[config.mk]
export PLATFORM = sky130hd
export DESIGN_NAME = spi_uart_bridge
export DESIGN_NICKNAME = d
export VERILOG_FILES = /design/src/include/spi_bridge_pkg.sv /design/src/verilog/spi_uart_bridge.sv
export SDC_FILE = /design/constraint.sdc
export NUM_CORES = 1
export LEC_CHECK = 0
export BUFFER_PORTS_ARGS = -buffer_cell sky130_fd_sc_hd__buf_2
export CAP_MARGIN = 10
export CORE_MARGIN = 2
export CORE_UTILIZATION = 48
export CTS_BUF_LIST = sky130_fd_sc_hd__clkbuf_2 sky130_fd_sc_hd__clkbuf_4 sky130_fd_sc_hd__clkbuf_8
export CTS_CLUSTER_SIZE = 20
export DETAILED_ROUTE_END_ITERATION = 7
export HOLD_SLACK_MARGIN = 0.06
export PLACE_DENSITY = 0.75
export SLEW_MARGIN = 20
export SYNTH_ARGS = -nofsm -noshare
export SYNTH_HDL_FRONTEND = slang
export SYNTH_SLANG_ARGS = --single-unit
[constraint.sdc]
create_clock -name i_sys_clk -period 2.6 [get_ports i_sys_clk]
set_clock_uncertainty 0.15 [all_clocks]
set_input_delay 0.52 -clock i_sys_clk [delete_from_list [all_inputs] [get_ports i_sys_clk]]
set_output_delay 0.52 -clock i_sys_clk [all_outputs]
set_load 0.01 [all_outputs]
[src/include/spi_bridge_pkg.sv]
package spi_bridge_pkg;

  localparam int unsigned SYS_CLK_HZ = 25_000_000;

  // Word-aligned register byte offsets
  localparam logic [7:0] OFS_SERIAL_CTRL0 = 8'h00;
  localparam logic [7:0] OFS_PIN_REMAP0   = 8'h04;
  localparam logic [7:0] OFS_SPI_DATA     = 8'h08;
  localparam logic [7:0] OFS_LINK_CTRL    = 8'h0c;
  localparam logic [7:0] OFS_STATUS       = 8'h10;

  // Serial mode field codes
  localparam logic [2:0] MODE_DIV4     = 3'h0;
  localparam logic [2:0] MODE_DIV16    = 3'h1;
  localparam logic [2:0] MODE_DIV64    = 3'h2;
  localparam logic [2:0] MODE_TIMEBASE = 3'h3;
  localparam logic [2:0] MODE_TIMER0   = 3'h4;

  // Clock-out rate codes
  localparam logic [1:0] PCK_SYS    = 2'h0;
  localparam logic [1:0] PCK_DIV4   = 2'h1;
  localparam logic [1:0] PCK_DIV8   = 2'h2;
  localparam logic [1:0] PCK_TIMER0 = 2'h3;

  // Half-period counts of the SPI clock in system clocks, clock-out counter limits and last SPI edge index
  localparam logic [5:0] HALF_DIV4  = 6'h02;
  localparam logic [5:0] HALF_DIV16 = 6'h08;
  localparam logic [5:0] HALF_DIV64 = 6'h20;
  localparam logic [2:0] PCK_LIM4   = 3'h3;
  localparam logic [2:0] PCK_LIM8   = 3'h7;
  localparam logic [4:0] EDGES_LAST = 5'h0f;

  localparam logic [7:0] SERIAL_CTRL0_RESET = 8'h00;
  localparam logic [2:0] PIN_REMAP0_RESET   = 3'h0;
  localparam logic [1:0] LINK_CTRL_RESET    = 2'h1;

  // Status register bit positions
  localparam int unsigned ST_BUSY_BIT = 0;
  localparam int unsigned ST_ERR_BIT  = 1;
  localparam int unsigned ST_INT_BIT  = 2;
  localparam int unsigned ST_SCK_BIT  = 3;

  typedef struct packed {
    logic [2:0] spi_mode_select;
    logic       clock_out_enable;
    logic [1:0] clock_out_rate_select;
    logic       serial_module_enable;
    logic       spare;
  } serial_ctrl_type;

  typedef struct packed {
    logic remap_select_high;
    logic remap_select_low;
    logic clock_out_remap_select;
  } pin_remap_type;

  typedef enum logic [1:0] {
    ST_IDLE = 2'b01,
    ST_XFER = 2'b10
  } spi_state_type;

endpackage

[src/verilog/spi_uart_bridge.sv]
`timescale 1ns/1ps

// Summary of operation
// - The serial module acts as SPI master toward the companion UART's SPI slave port.
// - The pin-remap register routes clock-out and interrupt lines through its three low remap bits.
// - Mode codes 000, 001 and 010 give an SPI clock of system clock over 4, 16 and 64.
// - Mode 011 clocks SPI from the timebase clock and 100 at half the timer-0 period match rate.
// - Clock-out codes 00, 01 and 10 give system clock, over 4 and over 8.
// - Clock-out code 11 gives half the timer-0 period match rate.
// - The clock-out enable bit gates the peripheral clock that feeds the UART baud generator.
module spi_uart_bridge
  import spi_bridge_pkg::*;
(
  input  wire logic        i_sys_clk,
  input  wire logic        i_sys_rst,
  input  wire logic        i_clk_en,
  input  wire logic        i_wb_cyc,
  input  wire logic        i_wb_stb,
  input  wire logic        i_wb_we,
  input  wire logic [7:0]  i_wb_adr,
  input  wire logic [31:0] i_wb_dat,
  input  wire logic [3:0]  i_wb_sel,
  output logic      [31:0] o_wb_dat,
  output logic             o_wb_ack,
  input  wire logic        i_timebase_tick,
  input  wire logic        i_timer0_match,
  input  wire logic        i_peripheral_interrupt_in,
  input  wire logic        i_spi_miso,
  output logic             o_spi_sck,
  output logic             o_spi_mosi,
  output logic             o_internal_slave_select_n,
  output logic             o_uart_module_enable,
  output logic             o_peripheral_clock_out,
  output logic      [2:0]  o_remap_select
);

  serial_ctrl_type ctrl_q, ctrl_d;
  pin_remap_type   remap_q, remap_d;
  logic [1:0]      link_q, link_d;
  logic            err_q, err_d;
  logic            ack_q, ack_d;
  logic [31:0]     rdat_q, rdat_d;
  logic            req, wr0, start;

  spi_state_type   st_q, st_d;
  logic [5:0]      div_q, div_d;
  logic [4:0]      edge_q, edge_d;
  logic [7:0]      tx_q, tx_d, rx_q, rx_d;
  logic            sck_q, sck_d, mosi_q, mosi_d, tick;
  logic [5:0]      half;

  logic [2:0]      pck_cnt_q, pck_cnt_d;
  logic            pck_half_q, pck_half_d, pck_q, pck_d, pck_pulse;

  logic            ssel_n_q, ssel_n_d, uen_q, uen_d;

  logic            mode_bad;

  assign req      = i_wb_cyc && i_wb_stb && !ack_q;
  assign wr0      = req && i_wb_we && i_wb_sel[0];
  assign mode_bad = ctrl_q.spi_mode_select > MODE_TIMER0;
  assign start    = wr0 && (i_wb_adr == OFS_SPI_DATA) && st_q == ST_IDLE && ctrl_q.serial_module_enable;

  // Register file and bus answer
  always_comb begin
    ctrl_d  = ctrl_q;
    remap_d = remap_q;
    link_d  = link_q;
    err_d   = err_q;
    ack_d   = req;
    rdat_d  = rdat_q;
    if (wr0) begin
      case (i_wb_adr)
        OFS_SERIAL_CTRL0: ctrl_d = serial_ctrl_type'(i_wb_dat[7:0]);
        OFS_PIN_REMAP0:   remap_d = pin_remap_type'(i_wb_dat[2:0]);
        OFS_LINK_CTRL:    link_d = i_wb_dat[1:0];
        OFS_STATUS:       if (i_wb_dat[ST_ERR_BIT]) err_d = 1'b0;
        default:          ;
      endcase
    end
    // Refused start on a reserved mode code sets the error flag; set wins
    if (wr0 && i_wb_adr == OFS_SPI_DATA && ctrl_q.serial_module_enable && mode_bad) begin
      err_d = 1'b1;
    end
    if (req && !i_wb_we) begin
      rdat_d = 32'h0;
      case (i_wb_adr)
        OFS_SERIAL_CTRL0: rdat_d[7:0] = ctrl_q;
        OFS_PIN_REMAP0:   rdat_d[2:0] = remap_q;
        OFS_SPI_DATA:     rdat_d[7:0] = rx_q;
        OFS_LINK_CTRL:    rdat_d[1:0] = link_q;
        OFS_STATUS: begin
          rdat_d[ST_BUSY_BIT] = (st_q == ST_XFER);
          rdat_d[ST_ERR_BIT]  = err_q;
          rdat_d[ST_INT_BIT]  = remap_q.remap_select_low & i_peripheral_interrupt_in;
          rdat_d[ST_SCK_BIT]  = sck_q;
        end
        default:          rdat_d = 32'h0;
      endcase
    end
  end

  always_ff @(posedge i_sys_clk) begin
    if (i_sys_rst) begin
      ctrl_q  <= serial_ctrl_type'(SERIAL_CTRL0_RESET);
      remap_q <= pin_remap_type'(PIN_REMAP0_RESET);
      link_q  <= LINK_CTRL_RESET;
      err_q   <= 1'b0;
      ack_q   <= 1'b0;
      rdat_q  <= 32'h0;
    end else if (i_clk_en) begin
      ctrl_q  <= ctrl_d;
      remap_q <= remap_d;
      link_q  <= link_d;
      err_q   <= err_d;
      ack_q   <= ack_d;
      rdat_q  <= rdat_d;
    end
  end

  // SPI clock source selection
  always_comb begin
    case (ctrl_q.spi_mode_select)
      MODE_DIV16: half = HALF_DIV16;
      MODE_DIV64: half = HALF_DIV64;
      default:    half = HALF_DIV4;
    endcase
    case (ctrl_q.spi_mode_select)
      MODE_DIV4, MODE_DIV16, MODE_DIV64: tick = (div_q == half - 6'h01);
      MODE_TIMEBASE:                     tick = i_timebase_tick;
      MODE_TIMER0:                       tick = i_timer0_match;
      default:                           tick = 1'b0;
    endcase
  end

  // SPI master engine, mode 0, MSB first
  always_comb begin
    st_d   = st_q;
    div_d  = div_q;
    edge_d = edge_q;
    tx_d   = tx_q;
    rx_d   = rx_q;
    sck_d  = sck_q;
    mosi_d = mosi_q;
    case (st_q)
      ST_IDLE: begin
        div_d = 6'h00;
        sck_d = 1'b0;
        if (start && !mode_bad) begin
          st_d   = ST_XFER;
          tx_d   = i_wb_dat[7:0];
          mosi_d = i_wb_dat[7];
          edge_d = 5'h00;
        end
      end
      ST_XFER: begin
        div_d = tick ? 6'h00 : div_q + 6'h01;
        if (!ctrl_q.serial_module_enable) begin
          st_d  = ST_IDLE;
          sck_d = 1'b0;
        end else if (tick) begin
          sck_d  = !sck_q;
          edge_d = edge_q + 5'h01;
          if (!sck_q) begin
            rx_d = {rx_q[6:0], i_spi_miso};
          end else if (edge_q == EDGES_LAST) begin
            st_d = ST_IDLE;
          end else begin
            tx_d   = {tx_q[6:0], 1'b0};
            mosi_d = tx_q[6];
          end
        end
      end
      default: st_d = ST_IDLE;
    endcase
  end

  always_ff @(posedge i_sys_clk) begin
    if (i_sys_rst) begin
      st_q   <= ST_IDLE;
      div_q  <= 6'h00;
      edge_q <= 5'h00;
      tx_q   <= 8'h00;
      rx_q   <= 8'h00;
      sck_q  <= 1'b0;
      mosi_q <= 1'b0;
    end else if (i_clk_en) begin
      st_q   <= st_d;
      div_q  <= div_d;
      edge_q <= edge_d;
      tx_q   <= tx_d;
      rx_q   <= rx_d;
      sck_q  <= sck_d;
      mosi_q <= mosi_d;
    end
  end

  // Peripheral clock out as a clock-enable strobe stream at the chosen rate
  always_comb begin
    pck_cnt_d  = pck_cnt_q + 3'h1;
    pck_half_d = pck_half_q ^ i_timer0_match;
    case (ctrl_q.clock_out_rate_select)
      PCK_SYS:  pck_pulse = 1'b1;
      PCK_DIV4: pck_pulse = (pck_cnt_q[1:0] == PCK_LIM4[1:0]);
      PCK_DIV8: pck_pulse = (pck_cnt_q == PCK_LIM8);
      default:  pck_pulse = i_timer0_match && pck_half_q;
    endcase
    pck_d = ctrl_q.clock_out_enable && pck_pulse;
  end

  always_ff @(posedge i_sys_clk) begin
    if (i_sys_rst) begin
      pck_cnt_q  <= 3'h0;
      pck_half_q <= 1'b0;
      pck_q      <= 1'b0;
    end else if (i_clk_en) begin
      pck_cnt_q  <= pck_cnt_d;
      pck_half_q <= pck_half_d;
      pck_q      <= pck_d;
    end
  end

  // Link control; UART enable is held off while the slave select is high
  always_comb begin
    ssel_n_d = link_q[0];
    uen_d    = link_q[1] && !link_q[0];
  end

  always_ff @(posedge i_sys_clk) begin
    if (i_sys_rst) begin
      ssel_n_q <= 1'b1;
      uen_q    <= 1'b0;
    end else if (i_clk_en) begin
      ssel_n_q <= ssel_n_d;
      uen_q    <= uen_d;
    end
  end

  assign o_wb_dat                  = rdat_q;
  assign o_wb_ack                  = ack_q;
  assign o_spi_sck                 = sck_q;
  assign o_spi_mosi                = mosi_q;
  assign o_internal_slave_select_n = ssel_n_q;
  assign o_uart_module_enable      = uen_q;
  assign o_peripheral_clock_out    = pck_q;
  assign o_remap_select            = remap_q;
endmodule

# Word level (Yosys, flattened, before mapping)
# Index checks and enable logic that the tools add are counted.
# W data, S select, Z words.
# word_totals
reg_bits	60
output_inout_bits	41
word_cells	132
# classes
addsub	4
magnitude_cmp	1
n_eq_ne	24
n_mux	38
n_bitwise	3
n_reduce_logical	38
# op_table
op	n
$mux W7	5
$pmux W6 S2	2
$eq A8 B4 Y1 const B	2
$mux W5	3
$reduce_and A5 Y1	3
$logic_and A1 B1 Y1	14
$pmux W7 S2	1
$reduce_and A3 Y1	4
$mux W1	11
$mux W2	5
$pmux W2 S5	1
$pmux W5 S2	1
$pmux W1 S3	3
$eq A8 B3 Y1 const B	1
$eq A8 B5 Y1 const B	1
$logic_not A8 Y1	1
$ne A2 B2 Y1 const B	4
$pmux W4 S2	1
$reduce_bool A2 Y1	4
$reduce_and A7 Y1	1
$add A6 B1 Y6 const B	1
$eq A2 B2 Y1 const B	3
$eq A3 B2 Y1 const B	2
$eq A3 B3 Y1 const B	2
other kinds (24)	32

# Depth between registers and ports, before layout
# Gate-level depths: netlist (run 1).
# depth
word_depth	10
mapped_depth	10

# Least setup slack after synthesis (run 1)
# Ideal clock, no wire load.
# synth_timing
path_kind	input to register
start	in i_wb_adr[1]
end	reg edge_q[0]
t_arrival_ps	2399
required_time_ps	2387
path_slack_ps	-12
path_stages	6
n_path_buf	0
cell_sequence	or4_4 -> nor4b_4 -> a41oi_4 -> or3_1 -> mux2_2 -> nor2_2
# synth_between
elab_chain_len	7
# synth_rtl
item	line_no	source
start, declared	spi_uart_bridge.sv:20	input wire logic [7:0] i_wb_adr,
$eq A8 B4 Y1	spi_uart_bridge.sv:62	assign start = wr0 && (i_wb_adr == OFS_SPI_DATA) && st_q == ST_IDLE && ctrl_q.serial_module_enable;
$logic_and A1 B1 Y1 (3 in a row)	spi_uart_bridge.sv:62	
$logic_and A1 B1 Y1	spi_uart_bridge.sv:149	if (start && !mode_bad) begin
$ne A2 B1 Y1 (no line)	n/a	
$reduce_and A5 Y1 (no line)	n/a	
end signal, assigned	spi_uart_bridge.sv:190	edge_q <= edge_d;
end, declared	spi_uart_bridge.sv:47	logic [4:0] edge_q, edge_d;
# No other way between the ends.
# A chain may end at the register's enable or synchronous reset.

# Worst setup path in the final report (run 1)
# layout_timing
start	in i_wb_adr[1]
end	reg edge_q[3]
# The elaborated chain is that of the path after synthesis.

==> results by group, run 1 <==
Status
  – Outcome: completed

Cells and area
  – Layout net count: 464
  – Fraction of layout cells with a size suffix above 1: 0.221
  – Synth-to-layout area growth: 15.7%
  – Inserted Diodes: 0
  – Highest-count cells in the layout ignoring fill and taps: sky130_fd_sc_hd__dfxtp_1 (60), sky130_fd_sc_hd__nor2_1 (43), sky130_fd_sc_hd__buf_2 (43)
  – Most frequent standard cell in the layout excluding fill and tap cells: sky130_fd_sc_hd__dfxtp_1
  – Number of cells in the finished layout apart from fillers: 484
  – Fill cell instance count of the final layout: 578
  – Final core occ: 0.572

Synthesis
  – Mux contribution to synthesized area: 0.101
  – XOR/XNOR share of the synthesized area: 0.00281
  – Synthesized-area fraction occupied by adder cells: 0.0321
  – Combinational family with the most area after synthesis: simple AND/OR/NAND/NOR gates
  – Simple-gate portion of the synthesized area: 0.215
  – Number of distinct library cells after synthesis: 52
  – Fraction of the mapped netlist area in compound gates: 0.172
  – Synthesis-stage register bit count: 60
  – Synthesized instance count: 351
  – Synthesized area per cell: 8.89 um2
  – Leading register cell type out of synthesis: sky130_fd_sc_hd__dfxtp_1
  – Share of the yosys chip area belonging to registers: 0.385
  – Cell Area, Synth: 3120 um2
  – Share of flip-flops with an asynchronous set or reset: 0
  – Number of warnings reported in the yosys synthesis log: 0
  – Post-synth EDFFs: 0

Placed design
  – Final RePlAce weighted congestion: 0.840
  – Placed cell count: 468
  – Post-DP HPWL: 4990 um
  – IO Port Bufs: 43

Clock network
  – TritonCTS sink count: 60
  – Maximum root-to-sink buffer count: 2
  – Hold buffers post-CTS: 0
  – Clock transition at the registers of the reported paths: 0.07 ns
  – Cts bufs inserted: 9
  – Post-CTS repair timing setup buffer count: 0
  – Clock latency on the worst-skew pair: 0.34 ns
  – CTS HTree Levels: 3
  – Number of gates resized after cts: 0
  – Root buffer selected by CTS: sky130_fd_sc_hd__clkbuf_8
  – Clock tree from TritonCTS: built

GRT
  – Global-route wire length before repair: 11500 um
  – Overflow left after global routing: 0
  – Number of antenna violations at the first check in global routing: 0
  – Pin count of the biggest net entering global routing: 41
  – Global router's overall resource usage: 0.199
  – Via count of the first global-routing pass: 2528

Floorplan
  – Overall die area: 7160 um2
  – Area of the core: 6310 um2
  – Row count: 29
  – Die Y: 84.6 um
  – Die Wd: 84.6 um
  – Io pins: 95
  – Initial standard-cell utilization of the core: 0.494

Power and ir drop
  – Total chip power: 1890 uW
  – Worst voltage drop across the vdd grid: 0.430 mV
  – Cell leakage power: 0.00138 uW
  – Power density over cell area: 524 nW/um2

Setup path
  – Critical path class: in -> reg
  – Capturing element type of the critical path: flop
  – Critical-path maximum fanout: 6
  – Category of the worst setup path launch point: input port
  – Endpoint arrival time on the critical path: 2.50 ns
  – Worst endpoint required time: 2.70 ns

Drt
  – ANT nets after route: 0
  – Average wire per cell in the routed design: 13.9 um
  – Via/cell ratio: 5.42
  – Detailed Route WL: 6750 um
  – Count of routing violations after the opening detailed-route iteration: 150
  – Total via count in the routed design: 2625
  – Total DRC errors in the routed layout: 0
  – First-pass iteration count of the detailed router: 4

Timing
  – Setup TNS: 0 ns
  – Count of endpoints failing setup in the final report: 0
  – Shortest period the worst path allows: 2.40 ns
  – Fraction of the cycle the final worst path needs: 0.923
  – Least-Margin Pin Slew: 0.673 ns
  – Final hold vios: 0
  – Top achievable clock speed: 417 MHz
  – Slew headroom: 0.552
  – Unrepaired setup endpoints after global routing: no
  – Max-slew violation total from the final report: 0

Worst hold path
  – Worst Hold Class: in -> reg

Flow run
  – Max-cap check violation count: 0
sequential cells by signal (all words and copies together), names as in the netlist:
register / count
tx_q: 7
link_q: 2
o_wb_ack: 1
o_remap_select: 3
edge_q: 5
o_uart_module_enable: 1
pck_half_q: 1
ctrl_q: 8
rx_q: 8
o_wb_dat: 8
o_spi_mosi: 1
err_q: 1
o_internal_slave_select_n: 1
o_peripheral_clock_out: 1
st_q: 2
div_q: 6
pck_cnt_q: 3
o_spi_sck: 1
cell families (layout without fill, tap and decap cells):
| logic type | Yosys count | count (layout) |
|---|---|---|
| AND/OR/NAND/NOR | 126 | 126 |
| AO/OA/AOI/OAI | 75 | 75 |
| flip-flops | 60 | 60 |
| buffers and inverters | 49 | 82 |
| multiplexers | 31 | 31 |
| adder cells (fa/ha/maj) | 8 | 8 |
| other | 1 | 24 |
| XOR/XNOR | 1 | 1 |
worst max-delay path, stage by stage:
cell and delay, ns:
sky130_fd_sc_hd__buf_2 0.09, sky130_fd_sc_hd__or4_4 0.54, sky130_fd_sc_hd__nor4b_4 0.39, sky130_fd_sc_hd__a41oi_4 0.21, sky130_fd_sc_hd__nor3_1 0.31, sky130_fd_sc_hd__a41oi_1 0.16, sky130_fd_sc_hd__a311oi_1 0.26
layout make-up:
cell class | instances | area (um2) | area share
clock buffer | 9 | 124 | 0.0343
multi-input combinational | 265 | 1720 | 0.477
timing repair buffer | 60 | 368 | 0.102
tap | 77 | 96.3 | 0.0267
sequential | 60 | 1200 | 0.333
inverter | 6 | 22.5 | 0.00624
clock inverter | 7 | 76.3 | 0.0212
metrics by stage:
step | setup WS (ns) | hold WS (ns) | instance area [um2]
4_1_cts | 0.225 | 0.262 | 3610
2_1_floorplan | 0.0341 | 0.282 | 3210
3_5_place_dp | -0.0983 | 0.300 | 3410
3_3_place_gp | -0.0988 | 0.293 | 3410
5_1_grt | 0.00285 | 0.276 | 3610
6_report | 0.200 | 0.274 | 3610
cells in the mapped netlist, drive strengths merged (2+ instances only):
cell type | n | area share
clkbuf | 15 | 0.018
dfxtp | 60 | 0.39
nand3 | 15 | 0.024
and3 | 3 | 0.0060
mux2i | 28 | 0.090
nor3 | 2 | 0.0032
a21oi | 27 | 0.048
inv | 6 | 0.0072
a41oi | 3 | 0.014
a311oi | 5 | 0.014
buf | 28 | 0.066
or3 | 2 | 0.0040
or4 | 2 | 0.0060
a31oi | 2 | 0.0040
ha | 8 | 0.032
mux2 | 3 | 0.011
a22o | 2 | 0.0056
nor3b | 7 | 0.020
nand4 | 5 | 0.010
nor4b | 2 | 0.010
a22oi | 5 | 0.012
a222oi | 2 | 0.0064
a211oi | 12 | 0.029
o21ai | 9 | 0.014
nor2 | 44 | 0.054
nand2b | 6 | 0.012
nand2 | 20 | 0.024
nor2b | 10 | 0.020
nand4b | 3 | 0.0084
path summary, 6_finish.rpt:
check / startpoint / end / slack [ns] / depth (start not counted)
max: i_wb_adr[1] / edge_q[3]$_SDFFE_PP0P_ / 0.20 / 7
max reg2reg: ctrl_q[6]$_SDFFE_PP0P_ / rx_q[2]$_SDFFE_PP0P_ / 0.22 / 7
min: i_spi_miso / rx_q[0]$_SDFFE_PP0P_ / 0.27 / 3
min reg2reg: o_wb_dat[0]$_SDFFE_PP0P_ / o_wb_dat[0]$_SDFFE_PP0P_ / 0.32 / 2
report_power, final:
group,total (uW),internal (uW),switching [uW]
combinational,114,41.0,72.8
clock,846,446,399
sequential,931,926,4.66
total,1890,1410,477
metal layers:
layer | track usage | part of all wire | vias up
li1 | - | - | 1325
met1 | 0.248 | 0.45 | 1222
met2 | 0.320 | 0.48 | 74
met3 | 0.0678 | 0.060 | 4
met4 | 0.0750 | 0.0087 | 0
met5 | 0 | 0 | -
Note: power is estimated with default switching activity, not from simulation.
==> run 2: changes to the inputs <==
CORE_UTILIZATION = 53   (was 48)
PLACE_DENSITY = 0.79   (was 0.75)
clock period = 2.7 ns   (was 2.6 ns; I/O delays follow)
==> results by group, run 2 (synthesized netlist as in run 1, its figures left out) <==
Flow run
  – Max-cap check violation count: 0 (unchanged)

Clock network
  – Clock tree from TritonCTS: built
  – Cts bufs inserted: 9 (unchanged)
  – Post-CTS repair timing setup buffer count: 0 (unchanged)
  – Clock transition at the registers of the reported paths: 0.07 ns (about the same)
  – Number of gates resized after cts: 0 (unchanged)
  – Maximum root-to-sink buffer count: 2 (unchanged)
  – Root buffer selected by CTS: sky130_fd_sc_hd__clkbuf_8
  – Clock latency on the worst-skew pair: 0.34 ns (about the same)
  – CTS HTree Levels: 3 (unchanged)
  – TritonCTS sink count: 60 (unchanged)
  – Hold buffers post-CTS: 0 (unchanged)

Setup path
  – Worst endpoint required time: 2.83 ns (+0.13 ns)
  – Critical-path maximum fanout: 6 (unchanged)
  – Register-to-register setup slack: 0.35 ns (+0.13 ns)
  – Startpoint of the most critical setup path: i_wb_adr[1]
  – Category of the worst setup path launch point: input port
  – Endpoint arrival time on the critical path: 2.52 ns (+0.02 ns)
  – Reg-to-reg critical path endpoint: rx_q[2]$_SDFFE_PP0P_
  – Capturing element type of the critical path: flop
  – Worst reg-to-reg path cell count: 8 (+1)
  – Worst setup path end: edge_q[0]$_SDFFE_PP0P_
  – Critical path class: in -> reg
  – Reg2Reg Launch Point: div_q[3]$_SDFFE_PP0P_

Cells and area
  – Highest-count cells in the layout ignoring fill and taps: sky130_fd_sc_hd__dfxtp_1 (60), sky130_fd_sc_hd__nor2_1 (43), sky130_fd_sc_hd__buf_2 (43)
  – Fill cell instance count of the final layout: 508 (-12%)
  – Inserted Diodes: 0 (unchanged)
  – Final core occ: 0.642 (+0.0706)
  – Most frequent standard cell in the layout excluding fill and tap cells: sky130_fd_sc_hd__dfxtp_1
  – Fraction of layout cells with a size suffix above 1: 0.223 (+0.00191)
  – Synth-to-layout area growth: 15.4%
  – Layout net count: 465 (+0.22%)

Timing
  – Worst path setup slack after routing: 0.304 ns (+0.104 ns)
  – Fraction of the cycle the final worst path needs: 0.887
  – Slew headroom: 0.600 (+0.0488)
  – Unrepaired setup endpoints after global routing: no
  – Setup TNS: 0 ns (unchanged)
  – Count of endpoints failing setup in the final report: 0 (unchanged)
  – Final hold vios: 0 (unchanged)
  – Max-slew violation total from the final report: 0 (unchanged)
  – Least-Margin Pin Slew: 0.593 ns (-0.0794 ns)
  – Shortest period the worst path allows: 2.40 ns
  – Worst hold slack: 0.302 ns (+0.0284 ns)
  – Top achievable clock speed: 417 MHz

Drt
  – Count of routing violations after the opening detailed-route iteration: 179 (+19%)
  – Detailed Route WL: 6910 um (+2.4%)
  – First-pass iteration count of the detailed router: 4 (unchanged)
  – Total DRC errors in the routed layout: 0 (unchanged)
  – Total via count in the routed design: 2648 (+0.88%)
  – ANT nets after route: 0 (unchanged)
  – Via/cell ratio: 5.52 (+1.7%)
  – Average wire per cell in the routed design: 14.4 um (+3.3%)

Worst hold path
  – Worst Hold Class: in -> reg

GRT
  – Via count of the first global-routing pass: 2405 (-4.9%)
  – Number of antenna violations at the first check in global routing: 0 (unchanged)
  – Global router's overall resource usage: 0.221 (+0.0220)
  – Pin count of the biggest net entering global routing: 23 (-44%)
  – Global-route wire length before repair: 11200 um (-2.5%)
  – Overflow left after global routing: 0 (unchanged)

Placed design
  – Post-placement worst setup slack: -0.0337 ns (+0.0646 ns)
  – Final RePlAce weighted congestion: 0.877 (+4.4%)
  – Post-DP HPWL: 4960 um (-0.61%)
  – IO Port Bufs: 43 (unchanged)

Floorplan
  – Row count: 27 (-6.9%)
  – Die Y: 80.7 um (-4.6%)
  – Initial standard-cell utilization of the core: 0.556 (+0.0622)
  – Area of the core: 5610 um2 (-11%)
  – Overall die area: 6510 um2 (-9.0%)
  – Die Wd: 80.7 um (-4.6%)
  – Io pins: 95 (unchanged)

Power and ir drop
  – Cell leakage power: 0.00139 uW (+0.64%)
  – Worst voltage drop across the vdd grid: 0.285 mV (-34%)
  – Power density over cell area: 498 nW/um2 (-5.0%)

Status
  – Outcome: completed
## run 2: cell count changes in the layout (fill, tap and decap cells not counted)
cell	previous run	this run
sky130_fd_sc_hd__clkinv_2	1	3
sky130_fd_sc_hd__inv_6	1	0
sky130_fd_sc_hd__buf_4	15	16
sky130_fd_sc_hd__clkinvlp_4	2	1
sky130_fd_sc_hd__clkinv_4	2	0
sky130_fd_sc_hd__clkbuf_4	0	2
## run 2: where the power goes
part           switching, uW  leakage (uW)  internal, uW  total, uW
sequential              4.67      0.000484           893        897
clock                    341     0.0000999           442        782
combinational           72.4      0.000808          40.7        113
## run 2: worst min path at each step
stage	startpoint	end	slack (ns)	depth (start not counted)
after global routing	i_spi_miso	rx_q[0]$_SDFFE_PP0P_	0.31	3
after detailed placement	o_wb_dat[0]$_SDFFE_PP0P_	o_wb_dat[0]$_SDFFE_PP0P_	0.30	2
final	i_spi_miso	rx_q[0]$_SDFFE_PP0P_	0.30	3
after floorplan	err_q$_SDFFE_PP0P_	err_q$_SDFFE_PP0P_	0.28	2
after CTS	i_spi_miso	rx_q[0]$_SDFFE_PP0P_	0.30	3
after global placement	o_wb_dat[1]$_SDFFE_PP0P_	o_wb_dat[1]$_SDFFE_PP0P_	0.29	2
## run 2: area by class of cell
class                           instances  area (um2)  share of cell area
Timing Repair Buffer                   61         375               0.104
Tap cell                               72        90.1              0.0250
Multi-Input combinational cell        265        1720               0.478
Inverter                                6        22.5             0.00625
Sequential cell                        60        1200               0.334
Clock inverter                          5        52.6              0.0146
Clock buffer                           11         139              0.0386
## run 2: critical path, cell delays in order
cell and delay, ns:
sky130_fd_sc_hd__buf_2 0.09, sky130_fd_sc_hd__or4_4 0.55, sky130_fd_sc_hd__nor4b_4 0.37, sky130_fd_sc_hd__a41oi_4 0.21
sky130_fd_sc_hd__or3_1 0.40, sky130_fd_sc_hd__mux2_2 0.27, sky130_fd_sc_hd__nor2_2 0.08
## run 2: routing by layer
metal  GRT usage  vias to the layer above  routed length, um
li1            -                     1324                  -
met3      0.0416                        9                320
met4      0.0983                        0                 92
met5           0                        -                  0
met2       0.374                       78               3330
met1       0.274                     1237               3170
## run 2: per-stage QoR
| stage | total power, uW | cell area (um2) | cells |
|---|---|---|---|
| 2_1_floorplan | 1010 | 3210 | 374 |
| 3_3_place_gp | 1030 | 3410 | 464 |
| 3_5_place_dp | 1030 | 3410 | 464 |
| 4_1_cts | 1810 | 3600 | 480 |
| 5_1_grt | 1850 | 3600 | 480 |
| 6_report | 1790 | 3600 | 480 |
